===== src/pkg/uoe_defs.vh =====
// Purpose: Constants for the OUT endpoint control register block.
// Assumes: APB with 32-bit data, one aligned word per register.
// Notes: Endpoints 1 to 3 sit at base plus endpoint number times stride.
`ifndef UOE_DEFS_VH
`define UOE_DEFS_VH
`define UOE_BASE_ADDR 12'h0b00
`define UOE_STRIDE 12'h0020
`define UOE_ADDR_W 12
`define UOE_RESET_VAL 32'h0000_0000
`define UOE_BIT_EN 31
`define UOE_BIT_DIS 30
`define UOE_BIT_SET1 29
`define UOE_BIT_SET0 28
`define UOE_BIT_NAK_SET_CMD 27
`define UOE_BIT_NAK_CLEAR_CMD 26
`define UOE_BIT_STALL 21
`define UOE_BIT_SNOOP 20
`define UOE_TYPE_HI 19
`define UOE_TYPE_LO 18
`define UOE_BIT_NAK_STATE 17
`define UOE_BIT_PAR 16
`define UOE_BIT_ACT 15
`define UOE_MPL_HI 10
`define UOE_MPL_LO 0
`define UOE_TYPE_CTRL 2'b00
`define UOE_TYPE_ISO 2'b01
`define UOE_TYPE_BULK 2'b10
`define UOE_TYPE_INTR 2'b11
`define UOE_HS_NONE 4'b0001
`define UOE_HS_ACK 4'b0010
`define UOE_HS_NAK 4'b0100
`define UOE_HS_STALL 4'b1000
`endif


===== src/core/uoe_ep_reg.v =====
// Purpose: Control register state of one non-zero OUT endpoint.
// Assumes: Write strobe is a full-word APB write that completes this cycle.
// Notes: Command bits are not stored and read back as zero.
`timescale 1ns/1ns
`include "uoe_defs.vh"
module uoe_ep_reg (
  input wire pclk,
  input wire presetn,
  input wire wr_en,
  input wire [31:0] wdata,
  input wire setup_rx,
  input wire disable_done,
  input wire xfer_done,
  input wire data_rx_ok,
  output wire [31:0] rd_val,
  output reg en_ff,
  output reg dis_ff,
  output reg stall_ff,
  output reg snoop_ff,
  output reg [1:0] type_ff,
  output reg nak_state_ff,
  output reg par_ff,
  output reg act_ff,
  output reg [10:0] mpl_ff
);
  wire iso = (type_ff == `UOE_TYPE_ISO);
  wire ctl = (type_ff == `UOE_TYPE_CTRL);
  always @(posedge pclk or negedge presetn) begin
    if (!presetn) begin
      en_ff <= 1'b0;
      dis_ff <= 1'b0;
      stall_ff <= 1'b0;
      snoop_ff <= 1'b0;
      type_ff <= `UOE_TYPE_CTRL;
      nak_state_ff <= 1'b0;
      par_ff <= 1'b0;
      act_ff <= 1'b0;
      mpl_ff <= 11'h000;
    end else begin
      // Device clears enable when the disable ends or a transfer completes; software cannot clear it.
      if (disable_done || xfer_done) begin
        en_ff <= 1'b0;
      end else if (wr_en && wdata[`UOE_BIT_EN]) begin
        en_ff <= 1'b1;
      end
      if (disable_done) begin
        dis_ff <= 1'b0;
      end else if (wr_en && wdata[`UOE_BIT_DIS] && en_ff) begin
        dis_ff <= 1'b1;
      end
      if (wr_en) begin
        snoop_ff <= wdata[`UOE_BIT_SNOOP];
        type_ff <= wdata[`UOE_TYPE_HI:`UOE_TYPE_LO];
        act_ff <= wdata[`UOE_BIT_ACT];
        mpl_ff <= wdata[`UOE_MPL_HI:`UOE_MPL_LO];
      end
      // Set wins over a same-cycle clear by SETUP or by software.
      if (wr_en && wdata[`UOE_BIT_STALL]) begin
        stall_ff <= 1'b1;
      end else if (ctl && setup_rx) begin
        stall_ff <= 1'b0;
      end else if (wr_en && !ctl) begin
        stall_ff <= 1'b0;
      end
      if (wr_en && wdata[`UOE_BIT_NAK_SET_CMD]) begin
        nak_state_ff <= 1'b1;
      end else if (wr_en && wdata[`UOE_BIT_NAK_CLEAR_CMD]) begin
        nak_state_ff <= 1'b0;
      end
      if (wr_en && wdata[`UOE_BIT_SET1]) begin
        par_ff <= 1'b1;
      end else if (wr_en && wdata[`UOE_BIT_SET0]) begin
        par_ff <= 1'b0;
      end else if (data_rx_ok && !iso) begin
        par_ff <= ~par_ff;
      end
    end
  end
  // Frame parity and toggle share one bit; the type decides its meaning.
  assign rd_val = {en_ff, dis_ff, 4'h0, 4'h0, stall_ff, snoop_ff, type_ff, nak_state_ff,
    par_ff, act_ff, 4'h0, mpl_ff};
endmodule // uoe_ep_reg


===== src/core/uoe_out_ep_ctrl.v =====
// Purpose: APB register block and handshake choice for OUT endpoints 1 to 3.
// Assumes: Link events arrive on pclk as one-cycle pulses with an endpoint index.
// Notes: Partial-word writes are refused with pslverr.
//
// Operation
// - Registers at base plus endpoint times 0x20.
// - All register bits zero after reset.
// - Only full 32-bit word accesses allowed.
// - Software sets enable; only device clears it.
// - Writing disable to an enabled endpoint starts disabling it.
// - Isochronous set-odd command sets frame parity.
// - Bulk/interrupt set-data1 command sets toggle.
// - Isochronous set-even command clears frame parity.
// - Bulk/interrupt set-data0 command clears toggle.
// - Set-NAK command sets NAK state.
// - Clear-NAK command clears NAK state.
// - Stall answers OUT, beats both Nak_state.
// - Control endpoint: SETUP clears stall, software cannot.
// - Bulk/interrupt: only software clears stall.
// - Snoop bit disables CRC check.
// - Type field: control, iso, bulk, interrupt.
// - NAK state forces NAK, else FIFO status.
// - Low eleven bits hold max packet length.
// - Inactive endpoint ignores tokens, no response.
`timescale 1ns/1ns
`include "uoe_defs.vh"
module uoe_out_ep_ctrl #(
  parameter NUM_EP = 3
) (
  input wire pclk,
  input wire presetn,
  input wire psel,
  input wire penable,
  input wire pwrite,
  input wire [11:0] paddr,
  input wire [31:0] pwdata,
  input wire [3:0] pstrb,
  output wire pready,
  output reg [31:0] prdata,
  output wire pslverr,
  input wire global_out_nak_state,
  input wire global_in_nak,
  input wire tok_valid,
  input wire tok_setup,
  input wire [1:0] tok_ep,
  input wire rx_fifo_room,
  input wire crc_ok,
  input wire disable_done,
  input wire xfer_done,
  output reg [3:0] hs_code_ff,
  output reg hs_valid_ff,
  output wire [NUM_EP-1:0] endpoint_enable_bit,
  output wire [NUM_EP-1:0] endpoint_disable_cmd,
  output wire [NUM_EP-1:0] snoop_mode
);
  // ----------------------------------------------------------------
  // Address decode
  // ----------------------------------------------------------------
  wire [31:0] rd_val [0:NUM_EP];
  wire [NUM_EP:1] hit;
  wire any_hit = |hit;
  wire full_word = (pstrb == 4'hf) || !pwrite;
  wire acc = psel && penable;
  wire wr_ok = acc && pwrite && any_hit && full_word;
  wire [NUM_EP:1] stall_v;
  wire [NUM_EP:1] nak_state_v;
  wire [NUM_EP:1] act_v;
  wire [NUM_EP:1] snoop_v;
  wire [NUM_EP:1] par_v;
  wire [1:0] type_v [1:NUM_EP];
  // Endpoint of the previous token, so an ACK can flip the right toggle.
  reg [1:0] last_ep_ff;
  // Single-cycle access phase keeps the slave simple and fast.
  assign pready = 1'b1;
  assign pslverr = acc && (!any_hit || !full_word);
  assign rd_val[0] = `UOE_RESET_VAL;
  genvar g;
  generate
    for (g = 1; g <= NUM_EP; g = g + 1) begin : g_ep
      localparam [1:0] EP_IDX = g;
      localparam [`UOE_ADDR_W-1:0] EP_ADDR = `UOE_BASE_ADDR + EP_IDX * `UOE_STRIDE;
      assign hit[g] = (paddr == EP_ADDR);
      uoe_ep_reg u_reg (
        .pclk(pclk),
        .presetn(presetn),
        .wr_en(wr_ok && hit[g]),
        .wdata(pwdata),
        .setup_rx(tok_valid && tok_setup && (tok_ep == EP_IDX) && act_v[g]),
        .disable_done(disable_done && (tok_ep == EP_IDX)),
        .xfer_done(xfer_done && (tok_ep == EP_IDX)),
        .data_rx_ok(hs_valid_ff && (hs_code_ff == `UOE_HS_ACK) && (last_ep_ff == EP_IDX)),
        .rd_val(rd_val[g]),
        .en_ff(endpoint_enable_bit[g-1]),
        .dis_ff(endpoint_disable_cmd[g-1]),
        .stall_ff(stall_v[g]),
        .snoop_ff(snoop_v[g]),
        .type_ff(type_v[g]),
        .nak_state_ff(nak_state_v[g]),
        .par_ff(par_v[g]),
        .act_ff(act_v[g]),
        .mpl_ff()
      );
      assign snoop_mode[g-1] = snoop_v[g];
    end
  endgenerate
  // ----------------------------------------------------------------
  // Read data
  // ----------------------------------------------------------------
  integer i;
  reg [31:0] rd_mux;
  always @* begin
    rd_mux = 32'h0000_0000;
    for (i = 1; i <= NUM_EP; i = i + 1) begin
      if (hit[i]) begin
        rd_mux = rd_val[i];
      end
    end
  end
  always @(posedge pclk or negedge presetn) begin
    if (!presetn) begin
      prdata <= 32'h0000_0000;
    end else if (psel && !penable && !pwrite) begin
      prdata <= rd_mux;
    end
  end
  // ----------------------------------------------------------------
  // Handshake choice for an OUT data packet
  // ----------------------------------------------------------------
  integer j;
  reg [3:0] nxt_hs;
  reg [NUM_EP:1] ep_sel;
  reg sel_stall, sel_nak_state, sel_act, sel_snoop;
  always @* begin
    ep_sel = {NUM_EP{1'b0}};
    sel_stall = 1'b0;
    sel_nak_state = 1'b0;
    sel_act = 1'b0;
    sel_snoop = 1'b0;
    for (j = 1; j <= NUM_EP; j = j + 1) begin
      if (tok_ep == j[1:0]) begin
        ep_sel[j] = 1'b1;
        sel_stall = stall_v[j];
        sel_nak_state = nak_state_v[j];
        sel_act = act_v[j];
        sel_snoop = snoop_v[j];
      end
    end
    if (!sel_act || tok_setup) begin
      nxt_hs = `UOE_HS_NONE;
    end else if (sel_stall) begin
      nxt_hs = `UOE_HS_STALL;
    end else if (global_out_nak_state || global_in_nak || sel_nak_state) begin
      nxt_hs = `UOE_HS_NAK;
    end else if (!crc_ok && !sel_snoop) begin
      nxt_hs = `UOE_HS_NONE;
    end else if (rx_fifo_room) begin
      nxt_hs = `UOE_HS_ACK;
    end else begin
      nxt_hs = `UOE_HS_NAK;
    end
  end
  always @(posedge pclk or negedge presetn) begin
    if (!presetn) begin
      hs_code_ff <= `UOE_HS_NONE;
      hs_valid_ff <= 1'b0;
      last_ep_ff <= 2'b00;
    end else begin
      hs_valid_ff <= tok_valid && (|ep_sel);
      hs_code_ff <= nxt_hs;
      last_ep_ff <= tok_ep;
    end
  end
endmodule // uoe_out_ep_ctrl


===== config.mk =====
export PLATFORM = sky130hd
export DESIGN_NAME = uoe_out_ep_ctrl
export DESIGN_NICKNAME = d
export VERILOG_FILES = /design/src/core/uoe_ep_reg.v /design/src/core/uoe_out_ep_ctrl.v
export VERILOG_INCLUDE_DIRS = /design/src /design/src/pkg
export SDC_FILE = /design/constraint.sdc
export NUM_CORES = 1
export LEC_CHECK = 0
export BUFFER_PORTS_ARGS = -buffer_cell sky130_fd_sc_hd__buf_2
export CAP_MARGIN = 20
export CORE_UTILIZATION = 60
export DETAILED_ROUTE_END_ITERATION = 16
export PLACE_DENSITY_LB_ADDON = 0.08
export SLEW_MARGIN = 20
export SYNTH_ARGS = -nofsm -noshare
export SYNTH_HDL_FRONTEND = slang
export SYNTH_HIERARCHICAL = 1
export SYNTH_SLANG_ARGS = --single-unit

===== constraint.sdc =====
create_clock -name pclk -period 3 [get_ports pclk]
set_input_delay 0.6 -clock pclk [delete_from_list [all_inputs] [get_ports pclk]]
set_output_delay 0.6 -clock pclk [all_outputs]
set_load 0.005 [all_outputs]

==> results.py <==
metrics = {
    "final_layout": {
        "fillers": 753,
        "n_antenna_cell": 0,
        "fin_area_um2": 5810,
        "area_delta_synth_final_pct": 3.52,
        "layout-drive-gt1-share_pct": 32.4,
        "ff_latch_area_um2": 2480,
        "fin_nets": 641,
        "multi_input_area_um2": 2320,
    },
    "power_and_ir_drop": {
        "p_per_area_nw_per_um2": 404,
        "leakage_nw": 2.96,
        "peakVddDrop_mv": 0.248,
        "power_mw": 2.35,
    },
    "critical_path": {
        "arrival_ns": 3.11,
        "end_kind": "register",
        "cp-start-kind": "input port",
        "cp.required_ns": 3.26,
        "crit_type": "input port to register",
        "worstPathMaxFanout": 11,
    },
    "timing": {
        "setup_viol": 0,
        "maxSlewViolCount": 0,
        "period_needed_ns": 2.84,
        "fin_skew_ns": 0.0152,
        "rsz0062_at_grt": "false",
        "tightest_slew_ns": 0.717,
        "slew_headroom_pct": 52.2,
        "max_freq_mhz": 351,
        "hold_viol_final": 0,
        "post-route-period-util_pct": 94.8,
    },
    "grt": {
        "grt_max_degree": 67,
        "grt_pass1_wl_mm": 19.3,
        "grt_use_total_pct": 25.7,
        "grt_pass1_vias": 3890,
        "gr-total-overflow": 0,
        "antenna_found_initial": 0,
    },
    "clocking": {
        "cts_setup_buffers": 0,
        "cts_root_buffer": "clkbuf_8",
        "cts_tree": "yes",
        "clk_latency_ns": 0.37,
        "cts_resized": 0,
        "cts_hold_buf": 0,
        "cts-htree-levels": 3,
        "cts_buffers": 9,
        "cts_buffer_depth": 2,
        "clk_pin_slew_worst_paths_ns": 0.10,
        "clkSinkCount": 99,
    },
    "synthesis": {
        "yosysWarnings": 6,
        "avgSynthCellArea_um2": 10.4,
        "synth_area_um2": 5620,
        "synthCells": 539,
    },
    "die": {
        "die_x_um": 98.7,
        "coreArea_um2": 8890,
        "boundaryPins": 111,
        "floorplan.initialDensity_pct": 63.2,
        "die_height_um": 98.7,
        "row_count": 34,
        "die_area_um2": 9750,
    },
    "place": {
        "port_buffers": 99,
        "dp_hpwl_mm": 7.54,
        "gp_congestion": 0.858,
        "place_area_um2": 5620,
    },
    "routing": {
        "drt_iter0_drc": 161,
        "first_pass_iters": 4,
        "antenna_left": 0,
        "routed_wl_mm": 11.5,
        "wl_per_cell_um": 16.6,
        "dr_total_vias": 3863,
        "vias_per_cell": 5.59,
        "drc": 0,
    },
    "run": {
        "cap_violations": 0,
    },
    "min_path": {
        "hold_path.class": "input port to asynchronous set/reset pin",
    },
    "status": {
        "status": "complete, no violations",
    },
}
## final timing paths
kind / start / to / slack [ns] / depth (start not counted)
max: paddr[3] / g_ep[2].u_reg/par_ff$_DFFE_PN0P_ / 0.16 / 9
min: presetn / prdata[3]$_DFFE_PN0P_ / 0.26 / 1
max reg2reg: hs_code_ff[3]$_DFF_PN0_ / g_ep[1].u_reg/par_ff$_DFFE_PN0P_ / 1.53 / 6
min reg2reg: g_ep[3].u_reg/mpl_ff[1]$_DFFE_PN0P_ / prdata[1]$_DFFE_PN0P_ / 0.51 / 1
max in group asynchronous: presetn / g_ep[1].u_reg/stall_ff$_DFFE_PN0P_ / 1.91 / 2
min in group pclk: tok_ep[0] / last_ep_ff[0]$_DFF_PN0_ / 0.45 / 1
## where the power goes
group / internal, mW / leakage [nW] / switching, mW
clock network: 0.324 / 0.0962 / 0.518
logic: 0.0545 / 1.50 / 0.111
registers: 1.34 / 1.36 / 0.00214
## per-layer routing
layer | vias to the layer above | share of wire (%) | global-route usage, %
met3 | 10 | 4.8 | 5.96
met4 | 0 | 0.85 | 5.97
li1 | 1825 | - | -
met2 | 115 | 48 | 41.3
met1 | 1913 | 46 | 35.5
met5 | - | 0 | 0
## placed cells by master, fill, tap and decap left out, types with 2 or more instances in the layout
| master | n |
|---|---|
| nand2_1 | 47 |
| or2_2 | 2 |
| inv_1 | 3 |
| o31ai_1 | 32 |
| and3_1 | 5 |
| o211a_1 | 3 |
| o21ai_0 | 9 |
| o21a_1 | 34 |
| nor3b_2 | 2 |
| clkbuf_8 | 9 |
| dfrtp_1 | 98 |
| buf_2 | 98 |
| clkinv_4 | 3 |
| a221o_1 | 3 |
| a21boi_0 | 3 |
| a21oi_1 | 39 |
| a32o_1 | 3 |
| nor2b_1 | 3 |
| a211oi_1 | 2 |
| buf_4 | 21 |
| a221oi_1 | 2 |
| mux2_2 | 9 |
| conb_1 | 37 |
| inv_8 | 2 |
| a22o_1 | 3 |
| mux2_4 | 36 |
| nor2_1 | 42 |
| a31oi_1 | 3 |
| nand3_1 | 2 |
| and2_1 | 5 |
| nor3_1 | 4 |
## stage by stage
step / hold slack (ns) / util, % / worst slack, ns / cells / setup TNS (ns)
after floorplan: 0.304 / - / 0.00767 / 572 / 0
after global placement: 0.472 / 63.2 / -0.195 / 675 / -6.21
after detailed placement: 0.478 / 63.2 / -0.236 / 675 / -7.28
after CTS: 0.286 / 65.4 / 0.168 / 691 / 0
after global routing: 0.301 / 65.4 / 0.0750 / 691 / 0
final: 0.263 / 65.4 / 0.155 / 691 / 0
## registers in the layout (all words and copies together) (netlist names), 4 cells and up
| register | cells |
|---|---|
| g_ep.u_reg/mpl_ff | 33 |
| hs_code_ff | 4 |
| g_ep.u_reg/type_ff | 6 |
| prdata | 32 |
## layout make-up
cell class              instances  share of cell area [%]
clock buffers                   9                    2.13
flip-flops and latches         99                    42.6
inverters                       3                   0.194
multi-input cells             345                    40.0
well taps                     108                    2.32
repair buffers                120                    11.5
clock inverters                 7                    1.25
## critical path: stages
cell     delay (ns)
buf_2          0.09
or4b_1         0.53
or2_1          0.25
or4_2          0.72
nor3b_2        0.25
buf_4          0.22
a21oi_1        0.08
o211a_1        0.11
a221o_1        0.25
Power figures use the tool's default switching activity.
